===== config.mk =====
export PLATFORM = sky130hd
export DESIGN_NAME = rtc_alarm_and_control
export DESIGN_NICKNAME = d
export VERILOG_FILES = /design/src/hw/rtc_ctrl_pkg.sv /design/src/hw/rtc_alarm_and_control.sv /design/src/hw/tick_divider.sv /design/src/hw/wrap_counter.sv
export VERILOG_INCLUDE_DIRS = /design/src /design/src/hw
export SDC_FILE = /design/constraint.sdc
export NUM_CORES = 1
export LEC_CHECK = 0
export ABC_CLOCK_PERIOD_IN_PS = 6100
export BUFFER_PORTS_ARGS = -buffer_cell sky130_fd_sc_hd__buf_2
export CAP_MARGIN = 20
export CORE_MARGIN = 2
export CORE_UTILIZATION = 53
export CTS_BUF_LIST = sky130_fd_sc_hd__clkbuf_16
export DETAILED_ROUTE_END_ITERATION = 7
export PLACE_DENSITY = 0.78
export SLEW_MARGIN = 20
export SYNTH_ARGS = -nofsm -noshare
export SYNTH_HDL_FRONTEND = slang
export SYNTH_SLANG_ARGS = --single-unit

===== constraint.sdc =====
create_clock -name clk -period 6.1 [get_ports clk]
set_input_delay 1.22 -clock clk [delete_from_list [all_inputs] [get_ports clk]]
set_output_delay 1.22 -clock clk [all_outputs]
set_load 0.005 [all_outputs]

===== src/hw/rtc_ctrl_consts.svh =====
`ifndef RTC_CTRL_CONSTS_SVH
`define RTC_CTRL_CONSTS_SVH
// ----------------------------------------
// register offsets
// ----------------------------------------
`define OFS_SECONDS      8'h00
`define OFS_HOURS        8'h02
`define OFS_WEEKS        8'h06
`define OFS_ALARM_DAY    8'h0B
`define OFS_ALARM_MONTH  8'h0C
`define OFS_ALARM_YEAR   8'h0D
`define OFS_CTRL         8'h10
// ----------------------------------------
// field positions and writable masks
// ----------------------------------------
`define FLD_SEC          0
`define FLD_MIN          1
`define FLD_HOUR         2
`define FLD_DAY          3
`define FLD_MONTH        4
`define FLD_YEAR         5
`define FLD_WEEK         6
`define NUM_FIELDS       7
`define ALARM_DAY_MASK   8'h3F
`define ALARM_MONTH_MASK 8'h1F
`define PM_BIT           7
// ----------------------------------------
// reset values and field limits
// ----------------------------------------
`define ALARM_DAY_RST    8'h01
`define ALARM_MONTH_RST  8'h01
`define ALARM_YEAR_RST   8'h00
`define CTRL_RST         8'h00
`define MAX_SEC          7'h3B
`define MAX_HOUR         7'h17
`define MAX_MONTH        7'h0C
`define MAX_YEAR         7'h63
`define MAX_WEEK         7'h06
`define ROUND_HALF       7'h1E
`define HOURS_HALF       7'h0C
// ----------------------------------------
// timing
// ----------------------------------------
`define CLK_PERIOD_NS    100
`define TICK32_PERIOD_NS 30518
`define TICK32_CYCLES    (`TICK32_PERIOD_NS / `CLK_PERIOD_NS)
`define PRESCALE_TICKS   32768
`endif


===== src/hw/rtc_ctrl_pkg.sv =====
package rtc_ctrl_pkg;
  // control register layout, bit 7 down to bit 0
  typedef struct packed {
    logic read_source_select;
    logic snapshot_request;
    logic counter_load;
    logic test_mode;
    logic hour_12_mode;
    logic auto_comp;
    logic round_request;
    logic run;
  } ctrl_type;

  typedef enum logic [1:0] {
    RND_IDLE = 2'h1,
    RND_BUSY = 2'h2
  } rnd_state_type;

  typedef struct packed {
    logic [6:0] value;
  } cnt_state_type;

  typedef struct packed {
    logic [8:0] count;
    logic       tick;
  } div_state_type;

  typedef struct packed {
    ctrl_type        ctrl;
    logic [7:0]      al_day;
    logic [7:0]      al_month;
    logic [7:0]      al_year;
    logic [6:0][6:0] shadow;
    logic [15:0]     presc;
    logic            run_sync;
    logic            round_seen;
    logic            day_rolled;
    rnd_state_type   rnd;
    logic [7:0]      rdata;
    logic            alarm_evt;
  } main_state_type;
endpackage : rtc_ctrl_pkg


===== src/hw/rtc_alarm_and_control.sv =====
`timescale 1ns/1ns
`include "rtc_ctrl_consts.svh"
module rtc_alarm_and_control
  import rtc_ctrl_pkg::*;
#(
  parameter int PRESCALE_TICKS = `PRESCALE_TICKS
) (
  input  wire logic        clk,
  input  wire logic        nrst,
  input  wire logic [7:0]  reg_addr,
  input  wire logic [7:0]  reg_wdata,
  input  wire logic        reg_wr,
  input  wire logic        reg_rd,
  input  wire logic [15:0] comp_value,
  input  wire logic        alarm_irq_enable,
  output logic [7:0]       reg_rdata,
  output logic             alarm_event,
  output logic             running
);
  // ----------------------------------------
  // conversion helpers
  // ----------------------------------------
  function automatic logic [7:0] bin2bcd(input logic [6:0] v);
    bin2bcd = {4'(v / 7'h0A), 4'(v % 7'h0A)};
  endfunction : bin2bcd

  function automatic logic [6:0] bcd2bin(input logic [7:0] b);
    bcd2bin = 7'(7'(b[7:4]) * 7'h0A + 7'(b[3:0]));
  endfunction : bcd2bin

  // hour as seen on the bus in the current format
  function automatic logic [7:0] hour_out(input logic [6:0] h,
                                          input logic       m12);
    logic [6:0] h12;
    logic [7:0] b12;
    logic [7:0] b24;
    h12 = (h == 7'h00) ? `HOURS_HALF :
          (h > `HOURS_HALF) ? 7'(h - `HOURS_HALF) : h;
    b12 = bin2bcd(h12);
    b24 = bin2bcd(h);
    if (m12) begin
      hour_out = {h >= `HOURS_HALF, 1'b0, b12[5:0]};
    end else begin
      hour_out = {2'h0, b24[5:0]};
    end
  endfunction : hour_out

  // bus hour byte back to 0..23
  function automatic logic [6:0] hour_in(input logic [7:0] b,
                                         input logic       m12);
    logic [6:0] h;
    h = bcd2bin({2'h0, b[5:0]});
    if (m12) begin
      hour_in = 7'(((h == `HOURS_HALF) ? 7'h00 : h) +
                   (b[`PM_BIT] ? `HOURS_HALF : 7'h00));
    end else begin
      hour_in = h;
    end
  endfunction : hour_in

  function automatic logic [6:0] days_in(input logic [6:0] m,
                                         input logic [6:0] y);
    case (m)
      7'h02: days_in = (y[1:0] == 2'h0) ? 7'h1D : 7'h1C;
      7'h04, 7'h06, 7'h09, 7'h0B: days_in = 7'h1E;
      default: days_in = 7'h1F;
    endcase
  endfunction : days_in

  // ----------------------------------------
  // state and decode
  // ----------------------------------------
  main_state_type  st_reg;
  main_state_type  st_next;
  logic            tick32;
  logic [6:0][6:0] cnt_val;
  logic [6:0][6:0] high;
  logic [6:0][6:0] ld_val;
  logic [6:0]      inc;
  logic [6:0]      carry;
  logic [6:0]      ld;
  logic            ctrl_wr;
  logic            time_acc;
  logic            presc_last;
  logic            sec_tick;
  logic            hour_due;
  logic            rnd_go;
  logic            rnd_bump;
  logic            date_match;
  logic [6:0][6:0] rd_src;
  logic [7:0]      rd_val;

  assign ctrl_wr  = reg_wr && (reg_addr == `OFS_CTRL);
  assign time_acc = reg_addr <= `OFS_WEEKS;

  tick_divider u_div (
    .clk  (clk),
    .nrst (nrst),
    .tick (tick32)
  );

  // seconds advance only after the resynced run bit
  assign presc_last = st_reg.presc == 16'(PRESCALE_TICKS - 1);
  assign sec_tick   = tick32 && st_reg.run_sync && presc_last;
  assign hour_due   = (cnt_val[`FLD_SEC] == `MAX_SEC) &&
                      (cnt_val[`FLD_MIN] == `MAX_SEC);

  // rounding waits for a cycle without a second tick
  assign rnd_go   = (st_reg.rnd == RND_BUSY) && !sec_tick;
  assign rnd_bump = rnd_go && (cnt_val[`FLD_SEC] >= `ROUND_HALF);

  // ----------------------------------------
  // calendar counters
  // ----------------------------------------
  assign high[`FLD_SEC]   = `MAX_SEC;
  assign high[`FLD_MIN]   = `MAX_SEC;
  assign high[`FLD_HOUR]  = `MAX_HOUR;
  assign high[`FLD_DAY]   = days_in(cnt_val[`FLD_MONTH],
                                    cnt_val[`FLD_YEAR]);
  assign high[`FLD_MONTH] = `MAX_MONTH;
  assign high[`FLD_YEAR]  = `MAX_YEAR;
  assign high[`FLD_WEEK]  = `MAX_WEEK;

  // carry chain, weekday steps with the day
  assign inc[`FLD_SEC]   = sec_tick;
  assign inc[`FLD_MIN]   = carry[`FLD_SEC] || rnd_bump;
  assign inc[`FLD_HOUR]  = carry[`FLD_MIN];
  assign inc[`FLD_DAY]   = carry[`FLD_HOUR];
  assign inc[`FLD_MONTH] = carry[`FLD_DAY];
  assign inc[`FLD_YEAR]  = carry[`FLD_MONTH];
  assign inc[`FLD_WEEK]  = carry[`FLD_HOUR];

  // bus writes to time fields, hour in the current format
  always_comb begin
    for (int i = 0; i < `NUM_FIELDS; i++) begin
      ld[i] = reg_wr && (reg_addr == 8'(i));
      ld_val[i] = bcd2bin(reg_wdata);
    end
    ld_val[`FLD_HOUR] = hour_in(reg_wdata,
                                st_reg.ctrl.hour_12_mode);
    ld[`FLD_SEC] = ld[`FLD_SEC] || rnd_go;
    if (rnd_go) begin
      ld_val[`FLD_SEC] = 7'h00;
    end
  end

  for (genvar i = 0; i < `NUM_FIELDS; i++) begin : g_cnt
    wrap_counter #(
      .LOW ((i == `FLD_DAY || i == `FLD_MONTH) ? 7'h01 : 7'h00)
    ) u_cnt (
      .clk      (clk),
      .nrst     (nrst),
      .inc      (inc[i]),
      .load     (ld[i]),
      .load_val (ld_val[i]),
      .high     (high[i]),
      .value    (cnt_val[i]),
      .carry    (carry[i])
    );
  end

  // ----------------------------------------
  // read path
  // ----------------------------------------
  assign date_match =
    (bin2bcd(cnt_val[`FLD_DAY]) == st_reg.al_day) &&
    (bin2bcd(cnt_val[`FLD_MONTH]) == st_reg.al_month) &&
    (bin2bcd(cnt_val[`FLD_YEAR]) == st_reg.al_year);

  assign rd_src = st_reg.ctrl.read_source_select ?
                  st_reg.shadow : cnt_val;

  // read value mux, unmapped offsets read zero
  always_comb begin
    rd_val = 8'h00;
    if (time_acc) begin
      rd_val = bin2bcd(rd_src[reg_addr[2:0]]);
      if (reg_addr == `OFS_HOURS) begin
        rd_val = hour_out(rd_src[`FLD_HOUR],
                          st_reg.ctrl.hour_12_mode);
      end
    end else begin
      case (reg_addr)
        `OFS_ALARM_DAY:   rd_val = st_reg.al_day;
        `OFS_ALARM_MONTH: rd_val = st_reg.al_month;
        `OFS_ALARM_YEAR:  rd_val = st_reg.al_year;
        `OFS_CTRL: begin
          rd_val = st_reg.ctrl;
          rd_val[1] = st_reg.round_seen;
        end
        default: rd_val = 8'h00;
      endcase
    end
  end

  // ----------------------------------------
  // register and control next state
  // ----------------------------------------
  always_comb begin
    st_next = st_reg;
    st_next.alarm_evt = st_reg.day_rolled && date_match &&
                        alarm_irq_enable;
    st_next.day_rolled = inc[`FLD_DAY];
    if (reg_rd) begin
      st_next.rdata = rd_val;
      if (reg_addr == `OFS_CTRL) begin
        st_next.round_seen = st_reg.ctrl.round_request;
      end
    end
    if (reg_wr) begin
      case (reg_addr)
        `OFS_ALARM_DAY:
          st_next.al_day = reg_wdata & `ALARM_DAY_MASK;
        `OFS_ALARM_MONTH:
          st_next.al_month = reg_wdata & `ALARM_MONTH_MASK;
        `OFS_ALARM_YEAR:
          st_next.al_year = reg_wdata;
        default: st_next.al_year = st_reg.al_year;
      endcase
    end
    // rounding finished, a new set in the same cycle wins
    unique case (st_reg.rnd)
      RND_IDLE: begin
        if (st_reg.ctrl.round_request) begin
          st_next.rnd = RND_BUSY;
        end
      end
      RND_BUSY: begin
        if (rnd_go) begin
          st_next.rnd = RND_IDLE;
          st_next.ctrl.round_request = 1'b0;
        end
      end
      default: begin
        st_next.rnd = RND_IDLE;
      end
    endcase
    // a written 0 never clears a pending round request
    if (ctrl_wr) begin
      st_next.ctrl = {reg_wdata[7:2],
                      reg_wdata[1] || st_next.ctrl.round_request,
                      reg_wdata[0]};
      if (reg_wdata[6] && !st_reg.ctrl.snapshot_request) begin
        st_next.shadow = cnt_val;
      end
    end
    // prescaler with compensation on its terminal count
    if (tick32) begin
      st_next.run_sync = st_reg.ctrl.run;
      if (st_reg.run_sync) begin
        if (!presc_last) begin
          st_next.presc = st_reg.presc + 16'h0001;
        end else if (st_reg.ctrl.test_mode ||
                     (st_reg.ctrl.auto_comp && hour_due)) begin
          st_next.presc = comp_value;
        end else begin
          st_next.presc = 16'h0000;
        end
      end
    end
    if (ctrl_wr && reg_wdata[5]) begin
      st_next.presc = comp_value;
    end
  end

  // full reset only
  always_ff @(posedge clk) begin
    if (!nrst) begin
      st_reg          <= '0;
      st_reg.ctrl     <= `CTRL_RST;
      st_reg.al_day   <= `ALARM_DAY_RST;
      st_reg.al_month <= `ALARM_MONTH_RST;
      st_reg.al_year  <= `ALARM_YEAR_RST;
      st_reg.rnd      <= RND_IDLE;
    end else begin
      st_reg <= st_next;
    end
  end

  assign reg_rdata   = st_reg.rdata;
  assign alarm_event = st_reg.alarm_evt;
  assign running     = st_reg.run_sync;

  // ----------------------------------------
  // assertions
  // ----------------------------------------
  property p_reset_vals;
    @(posedge clk) !nrst |=> st_reg.al_day == 8'h01 &&
      st_reg.al_month == 8'h01 && st_reg.al_year == 8'h00 &&
      st_reg.ctrl == 8'h00 && !running;
  endproperty
  a_reset_vals: assert property (p_reset_vals)
    else $error("register reset values wrong");

  property p_resv_zero;
    @(posedge clk) disable iff (!nrst)
      st_reg.al_day[7:6] == 2'h0 && st_reg.al_month[7:5] == 3'h0;
  endproperty
  a_resv_zero: assert property (p_resv_zero)
    else $error("reserved alarm bits not zero");

  property p_year_wr;
    @(posedge clk) disable iff (!nrst)
      reg_wr && reg_addr == 8'h0D |=> st_reg.al_year == $past(reg_wdata);
  endproperty
  a_year_wr: assert property (p_year_wr)
    else $error("alarm year write lost");

  property p_snapshot;
    @(posedge clk) disable iff (!nrst)
      ctrl_wr && reg_wdata[6] && !st_reg.ctrl.snapshot_request |=>
      st_reg.shadow == $past(cnt_val);
  endproperty
  a_snapshot: assert property (p_snapshot)
    else $error("snapshot did not copy counters");

  property p_no_resnap;
    @(posedge clk) disable iff (!nrst)
      ctrl_wr && st_reg.ctrl.snapshot_request |=> $stable(st_reg.shadow);
  endproperty
  a_no_resnap: assert property (p_no_resnap)
    else $error("shadow updated without fresh request");

  property p_load;
    @(posedge clk) disable iff (!nrst)
      ctrl_wr && reg_wdata[5] |=> st_reg.presc == $past(comp_value);
  endproperty
  a_load: assert property (p_load)
    else $error("prescaler not loaded");

  property p_round_done;
    @(posedge clk) disable iff (!nrst)
      $rose(st_reg.ctrl.round_request) && !reg_wr
      |-> ##[1:4] !st_reg.ctrl.round_request;
  endproperty
  a_round_done: assert property (p_round_done)
    else $error("round bit never cleared");

  property p_frozen;
    @(posedge clk) disable iff (!nrst)
      !st_reg.run_sync && !reg_wr && st_reg.rnd == RND_IDLE
      |=> cnt_val[0] == $past(cnt_val[0]);
  endproperty
  a_frozen: assert property (p_frozen)
    else $error("seconds moved while frozen");

  property p_run_sync;
    @(posedge clk) disable iff (!nrst)
      tick32 |=> running == $past(st_reg.ctrl.run);
  endproperty
  a_run_sync: assert property (p_run_sync)
    else $error("running flag not resynced");

  property p_hour12;
    @(posedge clk) disable iff (!nrst)
      reg_rd && reg_addr == 8'h02 && st_reg.ctrl.hour_12_mode
      |=> reg_rdata[6] == 1'b0 && reg_rdata[5:0] != 6'h00;
  endproperty
  a_hour12: assert property (p_hour12)
    else $error("12-hour read out of range");

  property p_alarm;
    @(posedge clk) disable iff (!nrst)
      alarm_event |-> $past(alarm_irq_enable) && $past(st_reg.day_rolled);
  endproperty
  a_alarm: assert property (p_alarm)
    else $error("alarm event without cause");

  c_snapshot: cover property (@(posedge clk) ctrl_wr && reg_wdata[6]);
  c_round: cover property (@(posedge clk) rnd_go && rnd_bump);
  c_alarm: cover property (@(posedge clk) alarm_event);
  c_comp: cover property (@(posedge clk) sec_tick && hour_due);
endmodule : rtc_alarm_and_control


===== src/hw/tick_divider.sv =====
`timescale 1ns/1ns
`include "rtc_ctrl_consts.svh"
// one-cycle enable at the 32-kHz rate
module tick_divider
  import rtc_ctrl_pkg::*;
(
  input  wire logic clk,
  input  wire logic nrst,
  output logic      tick
);
  div_state_type st_reg;
  div_state_type st_next;

  // count up one 32-kHz period
  always_comb begin
    st_next = st_reg;
    st_next.tick = 1'b0;
    if (st_reg.count == 9'(`TICK32_CYCLES - 1)) begin
      st_next.count = 9'h000;
      st_next.tick = 1'b1;
    end else begin
      st_next.count = st_reg.count + 9'h001;
    end
  end

  always_ff @(posedge clk) begin
    if (!nrst) begin
      st_reg <= '0;
    end else begin
      st_reg <= st_next;
    end
  end

  assign tick = st_reg.tick;
endmodule : tick_divider


===== src/hw/wrap_counter.sv =====
`timescale 1ns/1ns
// one calendar field, wraps from high back to low
module wrap_counter
  import rtc_ctrl_pkg::*;
#(
  parameter logic [6:0] LOW = 7'h00
) (
  input  wire logic       clk,
  input  wire logic       nrst,
  input  wire logic       inc,
  input  wire logic       load,
  input  wire logic [6:0] load_val,
  input  wire logic [6:0] high,
  output logic [6:0]      value,
  output logic            carry
);
  cnt_state_type st_reg;
  cnt_state_type st_next;

  // carry into the next field on wrap
  assign carry = inc && (st_reg.value >= high);

  // load wins over counting
  always_comb begin
    st_next = st_reg;
    if (load) begin
      st_next.value = load_val;
    end else if (inc) begin
      st_next.value = carry ? LOW : st_reg.value + 7'h01;
    end
  end

  always_ff @(posedge clk) begin
    if (!nrst) begin
      st_reg <= '{value: LOW};
    end else begin
      st_reg <= st_next;
    end
  end

  assign value = st_reg.value;
endmodule : wrap_counter


==> qor.txt <==
SYNTH
--------------------------------------------------------------------------------
Area share of the largest cell type after synthesis                       28.51%
Yosys Warn Count                                                               0
Cell area after technology mapping                                  11,580 sq um
Xor and xnor area share after synthesis                                   3.931%
Flip-flop and latch count after synthesis                                    165
Simple-gate share of the synthesized area                                 26.14%
Mux cell area share after synthesis                                       6.480%
Number of enable-type register cells in the synthesized netlist                0
Most instantiated flip-flop cell in the synthesis netlist           sky130_fd_sc_hd__dfxtp_1
Avg Cell Area, Syn                                                   7.402 sq um
Synth top cells by count                                            248 x sky130_fd_sc_hd__nand2_1, 165 x sky130_fd_sc_hd__dfxtp_1, 160 x sky130_fd_sc_hd__a21oi_1
Most numerous cell in the Yosys netlist                             sky130_fd_sc_hd__nand2_1
Compound-cell area share of the yosys netlist                             24.16%
Async SR Flop Fraction                                                        0%
Net count of the mapped netlist                                            1,645
Adder-Cell Fraction of Synth Area                                         5.098%
Synth cell types                                                              80
Cells taking the most area after synthesis                          sky130_fd_sc_hd__dfxtp_1 29%, sky130_fd_sc_hd__nand2_1 8.0%, sky130_fd_sc_hd__a21oi_1 6.9%
Sequential-to-total area share from yosys stat                            28.51%
Cell type with the largest total area after synthesis               sky130_fd_sc_hd__dfxtp_1
Dominant combinational cell family by area after synthesis          simple AND/OR/NAND/NOR gates
Cells after synthesis                                                      1,565

GRT
--------------------------------------------------------------------------------
Via count of the first global-routing pass                                10,460
GRT overflow                                                                   0
Wire length of the first global-routing pass                            54.57 mm
GR Util All Layers                                                        28.77%
Number of antenna violations at the first check in global routing              1
Largest net degree at the start of global routing                             79

SETUP PATH
--------------------------------------------------------------------------------
FF-to-FF End                                                        reg_rdata[1]$_SDFFE_PN0P_
Required arrival time at the worst endpoint                              6.43 ns
Critical path type                                                     in -> reg
Register-to-Register Setup Slack                                         1.03 ns
Category of the worst setup path capture point                          register
Startpoint class of the critical path                                 input port
Reg2Reg Depth                                                                 21
Arrival time reported for the critical path endpoint                     5.75 ns
Launch instance of the worst register-to-register path              st_reg[110]$_SDFFE_PN0P_
Critical-path maximum fanout                                                  10

MIN PATH
--------------------------------------------------------------------------------
Min-Delay Path Depth                                                           2
Worst Hold End                                                      st_reg[74]$_SDFFE_PN0P_
Path type of the worst min-delay path                                 reg -> reg
Worst Min Path Start                                                st_reg[74]$_SDFFE_PN0P_

CLOCKING
--------------------------------------------------------------------------------
TritonCTS clock tree                                                        done
Cts-stage hold buffer count                                                    0
Maximum clock path buffer count                                                2
CTS Sinks                                                                    165
Buffers inserted during post-CTS setup optimization                            0
CTS root buffer                                                     sky130_fd_sc_hd__clkbuf_16
Number of gates given a new drive strength after cts                           0
Latest clock arrival within the worst-skew pair                          0.45 ns
Number of CTS-inserted buffers                                                17
H-tree level count                                                             4
Clock-pin slew on the worst setup and hold paths                         0.07 ns

PLACED DESIGN
--------------------------------------------------------------------------------
Count of input and output buffers                                             46
DP HPWL                                                                 24.04 mm
Routability Congestion                                                    0.9212

TIMING
--------------------------------------------------------------------------------
Final TNS setup                                                             0 ns
Fraction of the cycle the final worst path needs                          88.88%
Highest achievable clock rate                                         0.1845 GHz
RSZ-0062 raised after global routing                                          no
Fin. Hold Viols                                                                0
Number of setup violations in the final report                                 0
Slew of the pin with the lowest slew margin                            0.9948 ns
Slew Viols, Final                                                              0
Max Clock Skew                                                        0.01230 ns
Final critical delay including setup and external delays                5.421 ns
Normalized max-slew margin                                                33.20%

POWER
--------------------------------------------------------------------------------
Comb pwr share                                                             10.6%
P_sw                                                                   0.7041 mW
Total power density per cell area                                   198.2 nW/um^2
Share of total power in the clock network                                  45.1%
Sequential power share                                                     44.3%
Fraction of power spent switching nets                                    28.54%
Internal power component                                                1.763 mW
P_leak                                                                  4.502 nW
Worst-case vdd ir drop                                                  196.0 uV

DRT
--------------------------------------------------------------------------------
Post-detailed-route count of antenna-violating nets                            0
Via count                                                                 11,630
Total wire length                                                       33.94 mm
Number of DRC violations after detailed-routing iteration 0                1,244
Via count normalized by instance count                                     6.371
Iteration count of the initial detailed-routing pass                           5
DRC Markers                                                                    0
Routed WL per cell                                                  18.59 microns

FLOORPLANNING
--------------------------------------------------------------------------------
Total die area                                                      23,060 sq um
I/O pins                                                                      47
Num rows                                                                      54
Core region area                                                    21,620 sq um
Die height                                                          151.8 microns
Initial cell density of the core                                          53.58%
Die extent in x                                                     151.8 microns

JOB
--------------------------------------------------------------------------------
Number of max-cap violations                                                   0

CELLS AND AREA
--------------------------------------------------------------------------------
Final core utilization                                                    57.56%
Total Nets Final                                                           1,612
Layout overhead on the synthesized area                                   7.420%
Share of post-route cells with drive strength above 1                     10.16%
Max reg flops                                                                 96

STATUS
--------------------------------------------------------------------------------
Result of the run                                                      completed

==> final cells by class <==
| class | count | area (sq um) |
|---|---|---|
| clock inverter | 15 | 182.7 |
| inverter | 41 | 156.4 |
| fill | 2002 | 9176 |
| clock buffer | 17 | 425.4 |
| tap | 280 | 350.3 |
| multi-input combinational | 1239 | 7629 |
| antenna | 1 | 2.502 |
| sequential | 165 | 3303 |
| timing repair buffer | 68 | 395.4 |
==> placed cells by master (no fill, tap or decap), drive strengths merged, types with 7 or more instances in the layout <==
cell type | netlist | routed
a311oi | 9 | 9
buf | 25 | 68
dfxtp | 165 | 165
a211oi | 24 | 24
o21ai | 75 | 75
a221oi | 14 | 14
and3 | 13 | 13
and2 | 16 | 16
ha | 40 | 40
o221ai | 9 | 9
nor4 | 13 | 13
mux2 | 10 | 10
a31oi | 25 | 25
or2 | 9 | 9
nor3 | 37 | 37
inv | 40 | 50
clkbuf | 95 | 17
a21o | 9 | 9
nor2b | 22 | 22
nand3 | 79 | 79
nand2 | 248 | 248
nor2 | 155 | 155
nor3b | 7 | 7
xor2 | 24 | 24
nand3b | 7 | 7
a21oi | 161 | 161
a22oi | 25 | 25
xnor2 | 28 | 28
mux2i | 21 | 21
nand2b | 19 | 19
o211ai | 10 | 10
mux4 | 19 | 19
nand4 | 12 | 12
==> critical path, cell delays in order <==
cell                       delay, ns
sky130_fd_sc_hd__buf_2          0.11
sky130_fd_sc_hd__or4_4          0.58
sky130_fd_sc_hd__or4_4          0.58
sky130_fd_sc_hd__or4_4          0.56
sky130_fd_sc_hd__o211ai_1       0.21
sky130_fd_sc_hd__a21oi_1        0.14
sky130_fd_sc_hd__ha_1           0.29
sky130_fd_sc_hd__and3_1         0.19
sky130_fd_sc_hd__a311oi_2       0.26
sky130_fd_sc_hd__a32oi_2        0.21
sky130_fd_sc_hd__or2_4          0.30
sky130_fd_sc_hd__o31ai_1        0.08
sky130_fd_sc_hd__a41o_1         0.16
sky130_fd_sc_hd__ha_1           0.21
sky130_fd_sc_hd__o21ai_2        0.08
sky130_fd_sc_hd__a21oi_2        0.21
sky130_fd_sc_hd__nor4_1         0.07
sky130_fd_sc_hd__a211o_1        0.28
==> stage by stage <==
stage	cells	hold WS [ns]	worst slack [ns]	area (sq um)	power, mW
3_5_place_dp	1793	0.4433	0.2727	11830	1.372
6_report	1826	0.4551	0.6786	12440	2.467
2_1_floorplan	1565	0.4297	0.7064	11580	1.292
5_1_grt	1825	0.4671	0.4440	12440	2.538
3_3_place_gp	1793	0.4392	0.4059	11830	1.367
4_1_cts	1825	0.4542	0.7140	12440	2.467
==> routing by layer <==
metal	global-route usage, %	part of all wire [%]	routed length, microns	vias up
li1	-	-	-	5561
met1	40.12	42	14350	5428
met2	44.40	45	15360	555
met3	4.307	8.9	3008	90
met4	12.59	3.6	1219	0
met5	0	0	0	-
==> kinds of logic after synthesis <==
kind of cell	Yosys count
AND/OR/NAND/NOR	657
AO/OA/AOI/OAI	434
flip-flops	165
buffers and inverters	161
XOR/XNOR	52
multiplexers	50
adder cells (fa/ha/maj)	46
==> power groups by stage <==
stage	registers [mW]	clock network (mW)	logic, mW
6_report	1.09	1.11	0.261
5_1_grt	1.09	1.16	0.280
4_1_cts	1.09	1.12	0.256
3_5_place_dp	1.12	0	0.254
3_3_place_gp	1.12	0	0.250
2_1_floorplan	1.11	0	0.180
==> worst max-delay path by stage <==
stage	start	cells past startpoint	endpoint	slack, ns
after floorplan	reg_addr[3]	18	reg_rdata[1]$_SDFFE_PN0P_	0.71
after global placement	reg_addr[3]	18	reg_rdata[1]$_SDFFE_PN0P_	0.41
after detailed placement	reg_addr[3]	18	reg_rdata[1]$_SDFFE_PN0P_	0.27
after CTS	reg_addr[3]	18	reg_rdata[1]$_SDFFE_PN0P_	0.71
after global routing	reg_addr[3]	18	reg_rdata[1]$_SDFFE_PN0P_	0.44
final	reg_addr[3]	18	reg_rdata[1]$_SDFFE_PN0P_	0.68
Note: power is estimated with default switching activity, not from simulation.
